--- config.mk ---
export PLATFORM = sky130hd
export DESIGN_NAME = bac_converter_ctrl
export DESIGN_NICKNAME = d
export VERILOG_FILES = /design/src/bac_pkg.sv /design/src/bac_converter_ctrl.sv
export SDC_FILE = /design/constraint.sdc
export NUM_CORES = 1
export LEC_CHECK = 0
export ABC_AREA = 1
export BUFFER_PORTS_ARGS = -buffer_cell sky130_fd_sc_hd__buf_2
export CORE_AREA = 3 3 140 210
export CTS_CLUSTER_SIZE = 25
export DETAILED_ROUTE_END_ITERATION = 12
export DIE_AREA = 0 0 143 213
export GPL_ROUTABILITY_DRIVEN = 0
export PLACE_DENSITY = 0.47
export SYNTH_ARGS = -nofsm -noshare
export SYNTH_HDL_FRONTEND = slang
export SYNTH_SLANG_ARGS = --single-unit
--- constraint.sdc ---
create_clock -name pclk -period 2.6 [get_ports pclk]
set_input_delay 0 -clock pclk [delete_from_list [all_inputs] [get_ports pclk]]
set_output_delay 0 -clock pclk [all_outputs]
set_load 0.03 [all_outputs]
--- src/bac_pkg.sv ---
package bac_pkg;

    // serial frame
    localparam int FRAME_BITS = 16;
    localparam logic [4:0] FRAME_LAST = 5'h0F;
    localparam logic [4:0] FRAME_DONE = 5'h10;
    localparam int WR_POS = 15;
    localparam int SEL_HI = 14;
    localparam int SEL_LO = 13;
    localparam int CTRL_HI = 12;
    localparam int CTRL_LO = 1;
    localparam int RANGE_HI = 12;
    localparam int RANGE_LO = 5;
    localparam logic [1:0] SEL_CTRL = 2'h0;
    localparam logic [1:0] SEL_RANGE1 = 2'h1;
    localparam logic [1:0] SEL_RANGE2 = 2'h2;
    localparam logic [1:0] SEL_SEQ = 2'h3;

    // conversion result
    localparam int CODE_BITS = 13;
    localparam int CODE_COUNT = 8192;
    localparam int CH_BITS = 3;

    // throughput limit
    localparam int CLK_KHZ = 25000;
    localparam int MAX_KSPS = 500;
    localparam int CONV_CYC = (CLK_KHZ + MAX_KSPS - 1) / MAX_KSPS;
    localparam logic [7:0] CONV_CYC8 = 8'(CONV_CYC);
    localparam logic [7:0] GAP_MAX = 8'hFF;

    // apb map
    localparam logic [7:0] ADDR_CFG = 8'h00;
    localparam logic [7:0] ADDR_STATUS = 8'h04;
    localparam logic [7:0] ADDR_CTRL = 8'h08;
    localparam logic [7:0] ADDR_RANGE = 8'h0C;
    localparam logic [7:0] ADDR_SEQ = 8'h10;
    localparam logic [7:0] ADDR_RESULT = 8'h14;
    localparam int ST_OVERRUN = 0;
    localparam int ST_ABORT = 1;
    localparam int ST_BUSY = 2;
    localparam int CFG_LINK_EN = 0;

    // reset values
    localparam logic [11:0] CTRL_RST = 12'h000;
    localparam logic [7:0] RANGE_RST = 8'h00;
    localparam logic [7:0] SEQ_RST = 8'h00;
    localparam logic LINK_EN_RST = 1'b1;

    typedef struct packed {
        logic [2:0] channel_addr;
        logic input_config_bit_high;
        logic input_config_bit_low;
        logic [1:0] power_mode;
        logic coding_binary;
        logic ref_internal;
        logic [1:0] seq_mode;
        logic weak_dout;
    } bac_ctrl_type;

    typedef struct packed {
        logic [2:0] channel;
        logic [1:0] range;
        logic [1:0] input_config;
        logic ref_internal;
        logic [1:0] power_mode;
    } bac_fe_type;

    typedef struct packed {
        logic [1:0] sclk_s;
        logic [1:0] cs_s;
        logic [1:0] din_s;
        logic sclk_d;
        logic cs_d;
        logic active;
        logic [4:0] bitcnt;
        logic [15:0] rx;
        logic [15:0] tx;
        logic dout;
        logic dout_oe_n;
        bac_ctrl_type ctrl;
        logic [7:0] range1;
        logic [7:0] range2;
        logic [7:0] seq;
        logic [2:0] cur_ch;
        logic [12:0] result;
        logic [2:0] res_ch;
        logic link_en;
        logic overrun;
        logic abort;
        logic [7:0] gap_cnt;
        logic [31:0] prdata;
        logic pslverr;
        bac_fe_type fe;
        logic sample_strobe;
    } bac_state_type;

    localparam bac_state_type STATE_RST = '{
        sclk_s: 2'h3,
        cs_s: 2'h3,
        sclk_d: 1'b1,
        cs_d: 1'b1,
        dout_oe_n: 1'b1,
        ctrl: CTRL_RST,
        range1: RANGE_RST,
        range2: RANGE_RST,
        seq: SEQ_RST,
        link_en: LINK_EN_RST,
        gap_cnt: GAP_MAX,
        default: '0
    };

endpackage : bac_pkg

--- src/bac_converter_ctrl.sv ---
`timescale 1ns/10ps
// Operation
// - each channel gets its own range from the two range registers.
// - two input-config bits pick 8 single, 4 diff, 4 or 7 pseudo-diff.
// - host serial clock, sampled on pclk, shifts data and steps the frame bit count.
// - external reference is used after power-up until host selects otherwise.
// - power-down option programmed in control register is applied.
// - results are two's complement unless coding was changed.
// - coding bit set to one gives straight binary results.
// - in sequence mode every channel uses latest written coding bit.
// - span quantised into 8192 codes, thirteen-bit result.
// - up to 500 ksps; faster frames are flagged by the device.
// - frame is 16 clocks; first bits are write flag and two selects.
// - write flag zero updates no register.
// - all control bits reset to zero, eight single-ended inputs.
module bac_converter_ctrl (
    input wire logic pclk,
    input wire logic presetn,
    input wire logic ce,
    input wire logic psel,
    input wire logic penable,
    input wire logic pwrite,
    input wire logic [7:0] paddr,
    input wire logic [31:0] pwdata,
    output logic [31:0] prdata,
    output logic pready,
    output logic pslverr,
    input wire logic sclk,
    input wire logic cs_n,
    input wire logic din,
    output logic dout,
    output logic dout_oe_n,
    input wire logic [12:0] sample_code,
    output bac_pkg::bac_fe_type fe,
    output logic sample_strobe
);

    bac_pkg::bac_state_type s;
    bac_pkg::bac_state_type next_s;
    logic sclk_rise;
    logic sclk_fall;
    logic cs_fall;
    logic cs_rise;
    logic apb_setup;
    logic apb_write;

    function automatic logic [2:0] next_seq_ch(input logic [2:0] cur, input logic [7:0] mask);
        logic [2:0] res;
        logic [2:0] k;
        logic found;
        res = cur;
        found = 1'b0;
        for (int i = 1; i <= 8; i++) begin
            k = cur + 3'(i);
            if (!found && mask[k]) begin
                res = k;
                found = 1'b1;
            end
        end
        return res;
    endfunction : next_seq_ch

    // ch0..3 in range1, ch4..7 in range2, lowest channel in top pair
    function automatic logic [1:0] range_of(input logic [2:0] ch, input logic [7:0] r1,
                                            input logic [7:0] r2);
        logic [7:0] r;
        r = ch[2] ? r2 : r1;
        unique case (ch[1:0])
            2'h0: return r[7:6];
            2'h1: return r[5:4];
            2'h2: return r[3:2];
            2'h3: return r[1:0];
        endcase
    endfunction : range_of

    function automatic logic [12:0] code_out(input logic [12:0] smp, input logic binary);
        return binary ? {~smp[12], smp[11:0]} : smp;
    endfunction : code_out

    assign sclk_rise = s.sclk_s[1] & ~s.sclk_d;
    assign sclk_fall = ~s.sclk_s[1] & s.sclk_d;
    assign cs_fall = ~s.cs_s[1] & s.cs_d;
    assign cs_rise = s.cs_s[1] & ~s.cs_d;
    assign apb_setup = psel & ~penable;
    assign apb_write = psel & penable & pwrite;

    always_comb begin
        logic [15:0] w;
        logic [2:0] ch;
        logic [12:0] code;
        logic ovr_set;
        logic abt_set;
        logic ovr_clr;
        logic abt_clr;
        w = '0;
        ch = '0;
        code = '0;
        ovr_set = 1'b0;
        abt_set = 1'b0;
        ovr_clr = 1'b0;
        abt_clr = 1'b0;
        next_s = s;
        next_s.sample_strobe = 1'b0;

        next_s.sclk_s = {s.sclk_s[0], sclk};
        next_s.cs_s = {s.cs_s[0], cs_n};
        next_s.din_s = {s.din_s[0], din};
        next_s.sclk_d = s.sclk_s[1];
        next_s.cs_d = s.cs_s[1];

        if (s.gap_cnt != bac_pkg::GAP_MAX) begin
            next_s.gap_cnt = s.gap_cnt + 8'h01;
        end

        // front-end settings follow the control and range registers
        next_s.fe.input_config = {s.ctrl.input_config_bit_high,
                                  s.ctrl.input_config_bit_low};
        next_s.fe.ref_internal = s.ctrl.ref_internal;
        next_s.fe.power_mode = s.ctrl.power_mode;
        next_s.fe.range = range_of(s.fe.channel, s.range1, s.range2);

        if (cs_fall && s.link_en) begin
            // hold point: pick channel, sample, code with current coding bit
            ch = (s.ctrl.seq_mode != 2'h0) ? next_seq_ch(s.cur_ch, s.seq)
                                          : s.ctrl.channel_addr;
            code = code_out(sample_code, s.ctrl.coding_binary);
            next_s.active = 1'b1;
            next_s.bitcnt = '0;
            next_s.cur_ch = ch;
            next_s.fe.channel = ch;
            next_s.fe.range = range_of(ch, s.range1, s.range2);
            next_s.sample_strobe = 1'b1;
            next_s.result = code;
            next_s.res_ch = ch;
            next_s.tx = {ch, code};
            next_s.dout = ch[2];
            next_s.dout_oe_n = 1'b0;
            ovr_set = (s.gap_cnt < bac_pkg::CONV_CYC8);
            next_s.gap_cnt = '0;
        end else if (s.active) begin
            if (cs_rise) begin
                next_s.active = 1'b0;
                next_s.dout_oe_n = 1'b1;
                abt_set = (s.bitcnt != bac_pkg::FRAME_DONE);
            end else begin
                if (sclk_rise && s.bitcnt != bac_pkg::FRAME_DONE) begin
                    next_s.rx = {s.rx[14:0], s.din_s[1]};
                    next_s.bitcnt = s.bitcnt + 5'h01;
                    if (s.bitcnt == bac_pkg::FRAME_LAST) begin
                        w = {s.rx[14:0], s.din_s[1]};
                        if (w[bac_pkg::WR_POS]) begin
                            unique case (w[bac_pkg::SEL_HI:bac_pkg::SEL_LO])
                                bac_pkg::SEL_CTRL: next_s.ctrl =
                                    bac_pkg::bac_ctrl_type'(w[bac_pkg::CTRL_HI:bac_pkg::CTRL_LO]);
                                bac_pkg::SEL_RANGE1: next_s.range1 =
                                    w[bac_pkg::RANGE_HI:bac_pkg::RANGE_LO];
                                bac_pkg::SEL_RANGE2: next_s.range2 =
                                    w[bac_pkg::RANGE_HI:bac_pkg::RANGE_LO];
                                bac_pkg::SEL_SEQ: next_s.seq =
                                    w[bac_pkg::RANGE_HI:bac_pkg::RANGE_LO];
                            endcase
                        end
                    end
                end
                if (sclk_fall) begin
                    next_s.tx = {s.tx[14:0], 1'b0};
                    next_s.dout = s.tx[14];
                end
            end
        end

        // apb: read data latched in setup, writes act at access edge
        if (apb_setup) begin
            next_s.pslverr = 1'b0;
            unique case (paddr)
                bac_pkg::ADDR_CFG: next_s.prdata = {31'h0, s.link_en};
                bac_pkg::ADDR_STATUS: next_s.prdata = {29'h0, s.active, s.abort, s.overrun};
                bac_pkg::ADDR_CTRL: next_s.prdata = {20'h0, s.ctrl};
                bac_pkg::ADDR_RANGE: next_s.prdata = {16'h0, s.range2, s.range1};
                bac_pkg::ADDR_SEQ: next_s.prdata = {24'h0, s.seq};
                bac_pkg::ADDR_RESULT: next_s.prdata = {16'h0, s.res_ch, s.result};
                default: begin
                    next_s.prdata = '0;
                    next_s.pslverr = 1'b1;
                end
            endcase
        end
        if (apb_write && paddr == bac_pkg::ADDR_CFG) begin
            next_s.link_en = pwdata[bac_pkg::CFG_LINK_EN];
        end
        if (apb_write && paddr == bac_pkg::ADDR_STATUS) begin
            ovr_clr = pwdata[bac_pkg::ST_OVERRUN];
            abt_clr = pwdata[bac_pkg::ST_ABORT];
        end
        // set beats clear
        next_s.overrun = (s.overrun & ~ovr_clr) | ovr_set;
        next_s.abort = (s.abort & ~abt_clr) | abt_set;
    end

    always_ff @(posedge pclk or negedge presetn) begin
        if (!presetn) begin
            s <= bac_pkg::STATE_RST;
        end else if (ce) begin
            s <= next_s;
        end
    end

    assign prdata = s.prdata;
    assign pready = psel & penable;
    assign pslverr = s.pslverr & psel & penable;
    assign dout = s.dout;
    assign dout_oe_n = s.dout_oe_n;
    assign fe = s.fe;
    assign sample_strobe = s.sample_strobe;

endmodule : bac_converter_ctrl

* Word-level counts from Yosys, hierarchy flattened
Cells that the tools add are included.
** Word-level totals
- Register bits :: 151
- Bits of input ports :: 62
- Output and inout bits :: 47
** Cells by class
- Reduce and logical (&&, ||, !) cells :: 41
- Equal/unequal tests :: 18
- Order comparisons :: 9
- Bitwise gates (word level) :: 23
- $add $sub $neg :: 9
- Muxes and demuxes :: 73
** Operators with widths (count)
- 36-bit two-way mux :: 4
- 16-bit case mux with 6 select lines :: 1
- 76-bit two-way mux :: 1
- 8-bit two-way mux :: 7
- 38-bit two-way mux :: 1
- 17-bit two-way mux :: 2
- 3-bit by 4-bit less-than comparator with 1-bit output (second input constant) :: 8
- 1-bit two-way mux :: 32
- 8-bit AND reduction :: 4
- 3-bit two-way mux :: 10
- 1-bit binary-select mux with 3-bit select :: 8
- 21-bit two-way mux :: 1
- 8-bit by 4-bit == test with 1-bit output (second input constant) :: 2
- 8-bit by 5-bit == test with 1-bit output (second input constant) :: 2
- 2-bit case mux with 4 select lines :: 2
- 13-bit two-way mux :: 1
- 3-bit adder (second input constant) :: 4
- 2-bit == test (second input constant) :: 6
- 12-bit two-way mux :: 1
- 2-bit nonzero test :: 6
- 1-bit AND :: 11
- 1-bit logical AND :: 11
- 1-bit NOT :: 10
- 8-bit by 1-bit adder with 8-bit output (second input constant) :: 1
- 21 further kinds :: 37

* Logic depth before layout (Yosys ltp)
- Depth after elaboration :: 37
- Mapped depth :: 28
- Gate-level depth less buffers :: 26

* Worst setup path after synthesis
No wires, ideal clock.
- Path type :: register to register
- From :: reg s, in the netlist fe[8]
- To :: reg s, in the netlist fe[5]
- Setup time :: 0.122 ns
- Setup slack :: -0.094 ns
- Clock period less this slack :: 2.694 ns
- Arrival time :: 2.573 ns
- Buffers on the path :: 2
- Cell stages (with the launch flop) :: 23
- Path through :: dfrtp_1 buf_6 inv_2 ha_1 buf_2 inv_2 nand3_1 nand3_2 nand2_4 nor2_8 nand4_4 nor2_4 nand2_2 o21ai_2 inv_2 nand2_8 nand2_8 nand2_1 nand2_1 a21oi_1 nand2_1 nand2_1 a21oi_2
** On the way
- Cells in the longest elaborated chain, start to end :: 37
** RTL lines
- from (decl) :: RTL line bac_converter_ctrl.sv:38 : bac_pkg::bac_state_type s;
- from (signal assigned) :: RTL line bac_converter_ctrl.sv:202 : s <= bac_pkg::STATE_RST;
- from (signal assigned) :: RTL line bac_converter_ctrl.sv:204 : s <= next_s;
- 3-bit by 1-bit adder with 3-bit output
- 1-bit binary-select mux with 3-bit select
- 1-bit two-way mux (3 in series)
- 1-bit logical NOT
- 1-bit logical AND
- 1-bit two-way mux (2 in series)
- 1-bit logical NOT
- 1-bit logical AND
- [... 15 more ...]
- 1-bit logical AND
- 1-bit two-way mux (2 in series)
- 1-bit logical NOT
- 1-bit logical AND
- 3-bit two-way mux (3 in series)
- 2-bit == test (tied with other cells)
- 2-bit case mux with 4 select lines
- 2-bit two-way mux * :: RTL line bac_converter_ctrl.sv:122 : if (cs_fall && s.link_en) begin
Mark *: on every way between the ends. The rest lies on a longest branch, timed or not. The select of a mux whose other input is x is not followed.
A chain may end at the register's enable or synchronous reset.

* Worst setup path after layout
- From :: reg s, in the netlist fe[7]
- To :: reg s, in the netlist fe[5]
The elaborated chain is that of the path after synthesis.

==> load_flow_metrics.sql <==
INSERT INTO impl_metrics (metric_group, metric, value, unit) VALUES
('timing', 'finClkSkew', '0.009733', 'ns'),
('worst_setup_path', 'crit_path_max_fanout', '9', ''),
('clocking', 'insertion_delay', '0.42', 'ns'),
('worst_setup_path', 'timing.critical_path.from_type', 'flop', ''),
('place', 'detailedPlacementHpwl', '17400', 'um'),
('timing', 'finalCriticalPeriod', '2.587', 'ns'),
('timing', 'timing.slew.headroom', '0.5596', ''),
('place', 'post_dp_cell_area', '8289', 'sq um'),
('final_layout', 'area_growth', '24.62', '%'),
('hold_path', 'min_path_type', 'in2reg', ''),
('yosys', 'synth.top_cells.by_area', 'dfrtp_1 (39%), nand2_1 (14%), o21ai_0 (7.1%)', ''),
('power', 'cellPowerDensity', '733.4', 'nW/um^2'),
('worst_setup_path', 'worstSetupEndpointType', 'flop', ''),
('clocking', 'cts.sinks', '134', ''),
('clocking', 'cts_buffer_depth', '2', ''),
('power', 'p_int', '4.710', 'mW'),
('hold_path', 'worst_hold_startpoint', 'penable', ''),
('timing', 'final_hold_viol_count', '0', ''),
('timing', 'whs', '0.04445', 'ns'),
('power', 'power.share.switching', '0.3107', ''),
('power', 'combinational_power_share', '0.208', ''),
('global_route', 'first_global_vias', '6387', ''),
('worst_setup_path', 'critical_path_arrival', '2.89', 'ns'),
('worst_setup_path', 'timing.reg2reg.worst_path_depth', '19', ''),
('place', 'io_buffers', '62', ''),
('timing', 'maxSlewViolCount', '0', ''),
('floorplan', 'row_count', '75', ''),
('power', 'ir_worst_vdd', '0.0004411', 'V'),
('yosys', 'count_of_flip_flops_with_a_built_in_enable_after_synthesis', '0', ''),
('worst_setup_path', 'reg2reg_setup_slack', '0.01', 'ns'),
('floorplan', 'initial_core_util', '0.2682', ''),
('final_layout', 'final_area', '9316', 'sq um'),
('worst_setup_path', 'crit-reg2reg-launch', 'fe[7]$_DFFE_PN0P_', ''),
('global_route', 'remaining_global_route_overflow', '0', ''),
('timing', 'setup_viol_count_final', '0', ''),
('power', 'switchingPower', '2.123', 'mW'),
('detailed_routing', 'dr_total_vias', '6542', ''),
('run_status', 'status', 'finished, final reports clean', ''),
('timing', 'tightestPinTransition', '0.6582', 'ns'),
('detailed_routing', 'detail-route-antenna-nets', '0', ''),
('hold_path', 'hold-path-endpoint', 'prdata[13]$_DFFE_PN0P_', ''),
('detailed_routing', 'total_wire_length', '23080', 'um'),
('timing', 'rsz0062_at_grt', 'yes', ''),
('global_route', 'grt_usage', '0.1548', ''),
('power', 'power.clock.fraction', '0.394', ''),
('yosys', 'yosysWarningCount', '0', ''),
('yosys', 'share_of_the_synthesized_area_in_the_top_cell_type', '0.3950', ''),
('detailed_routing', 'drc', '0', ''),
('clocking', 'cts_tree', 'built', ''),
('yosys', 'synth-seq-cells', '134', ''),
('floorplan', 'die-area', '30460', 'sq um'),
('floorplan', 'design.core.area', '27870', 'sq um'),
('clocking', 'htreeDepth', '4', ''),
('yosys', 'ys_dominant_reg_cell', 'dfrtp_1', ''),
('timing', 'final.period_utilization', '0.9949', ''),
('detailed_routing', 'wl_per_cell', '16.47', 'um'),
('worst_setup_path', 'worstPathRequired', '2.91', 'ns'),
('floorplan', 'chipWidth', '143', 'um'),
('timing', 'fin_tns_setup', '0', 'ns'),
('yosys', 'synth.distinct_cells', '55', ''),
('detailed_routing', 'dr.first_iter.drc_count', '276', ''),
('worst_setup_path', 'critical_path.reg2reg.endpoint', 'fe[5]$_DFFE_PN0P_', ''),
('yosys', 'synth.cell_area', '7476', 'sq um'),
('final_layout', 'final_layout_size_suffix_gt1_frac', '0.2360', ''),
('clocking', 'tritoncts.num_buffers', '17', ''),
('detailed_routing', 'drt_first_pass_iters', '5', ''),
('floorplan', 'boundaryPins', '109', ''),
('floorplan', 'vertical_die_dimension', '213', 'um'),
('final_layout', 'num_antenna_cells', '0', ''),
('yosys', 'yosysTopAreaCell', 'dfrtp_1', ''),
('timing', 'timing.fmax', '386.6', 'MHz');
==> critical path, stage by stage (launching register included) <==
cell	delay (ns)
dfrtp_1	0.42
inv_2	0.10
ha_4	0.37
nand3_4	0.11
nand3_4	0.10
nand2_4	0.09
nor2_8	0.12
nand4_4	0.13
nor2_4	0.14
nand2_2	0.09
o21ai_2	0.13
inv_2	0.07
nand2_8	0.12
nand2_8	0.07
nand2_1	0.06
nand2_1	0.06
a21oi_2	0.11
nand2_1	0.07
nand2_1	0.07
a21oi_2	0.05
==> power by group through the flow <==
stage / clock network, mW / logic, mW / registers, mW
finish: 2.69 / 1.42 / 2.72
global route: 2.82 / 1.62 / 2.77
CTS: 2.73 / 1.40 / 2.72
detailed placement: 0 / 1.37 / 2.75
global placement: 0 / 1.36 / 2.75
floorplan: 0 / 0.908 / 2.73
==> worst max-delay path by stage <==
| stage | startpoint | to | slack, ns |
|---|---|---|---|
| 3_5_place_dp | fe[8]$_DFFE_PN0P_ | fe[5]$_DFFE_PN0P_ | -0.006 |
| 6_report | fe[7]$_DFFE_PN0P_ | fe[5]$_DFFE_PN0P_ | 0.01 |
| 2_1_floorplan | fe[8]$_DFFE_PN0P_ | fe[5]$_DFFE_PN0P_ | 0.02 |
| 4_1_cts | fe[7]$_DFFE_PN0P_ | fe[5]$_DFFE_PN0P_ | 0.004 |
| 5_1_grt | fe[7]$_DFFE_PN0P_ | fe[5]$_DFFE_PN0P_ | -0.21 |
| 3_3_place_gp | fe[8]$_DFFE_PN0P_ | fe[5]$_DFFE_PN0P_ | 0.005 |
==> layout by cell type, fill, tap and decap left out, drive strengths merged, types with 5 or more instances in the layout <==
master	netlist	layout
nand4	8	8
nand3	59	59
dlygate4sd3	0	20
a32oi	6	6
clkbuf	26	17
nor3	14	14
o22ai	15	15
o211ai	5	5
a31oi	5	5
nor2	41	41
conb	1	16
nand2	287	288
a21oi	16	16
buf	49	117
nor4	6	6
dfrtp	118	118
ha	8	8
o2111ai	5	5
o21ai	114	114
bufinv	0	5
dfstp	16	16
clkinv	3	8
inv	111	113
o31ai	8	8
==> what timing repair did <==
item | 4_1_cts | 5_1_grt
hold buffers | 20 | 0
pin swaps | 0 | 15
resized for setup | 2 | 34
gates cloned | 0 | 1
setup endpoints to repair | 1 | 4
endpoints found under the hold margin | 154 | 0
setup buffers | 1 | 1
==> stage by stage <==
step | power (mW) | util | cells | worst slack, ns
floorplan | 3.643 | - | 960 | 0.01858
global placement | 4.107 | 0.2974 | 1346 | 0.004551
detailed placement | 4.121 | 0.2974 | 1346 | -0.006452
CTS | 6.852 | 0.3284 | 1399 | 0.003654
global route | 7.214 | 0.3343 | 1401 | -0.2077
finish | 6.832 | 0.3343 | 1401 | 0.01315
==> kinds of logic (layout without fill, tap and decap cells) <==
family                   Yosys count  count (layout)  synth area share
buffers and inverters            189             283            0.1213
flip-flops                       134             134            0.4512
AO/OA/AOI/OAI                    191             191            0.1515
XOR/XNOR                           4               4          0.006696
AND/OR/NAND/NOR                  418             419            0.2554
other                              1              16         0.0005016
adder cells (fa/ha/maj)            8               8           0.01339
==> flip-flops by register name (all words and copies together), names as in the netlist <==
name,flops
dout,1
fe,10
sample_strobe,1
s,95
next_s,10
dout_oe_n,1
prdata,16
==> cell type report <==
class	count	area (sq um)
clock buffer	17	425.4
clock inverter	15	226.5
fill	2909	18550
inverter	114	441.7
multi-input combinational	638	3445
sequential	134	3374
tap	346	432.9
timing repair buffer	137	970.9
==> synth_stat cells, drive strengths merged (8+ instances only) <==
cell / number
o22ai: 15
clkbuf: 26
nor2: 41
buf: 49
nand2: 287
nand3: 59
nand4: 8
o31ai: 8
dfstp: 16
a21oi: 16
inv: 111
o21ai: 114
dfrtp: 118
nor3: 14
ha: 8
==> routing by layer <==
layer / track usage / wire, um / part of all wire
met5: 0 / 0 / 0
met3: 0.02173 / 568 / 0.025
met1: 0.1841 / 9509 / 0.41
met4: 0.06035 / 730 / 0.032
met2: 0.2794 / 12270 / 0.53
Power figures use the tool's default switching activity.
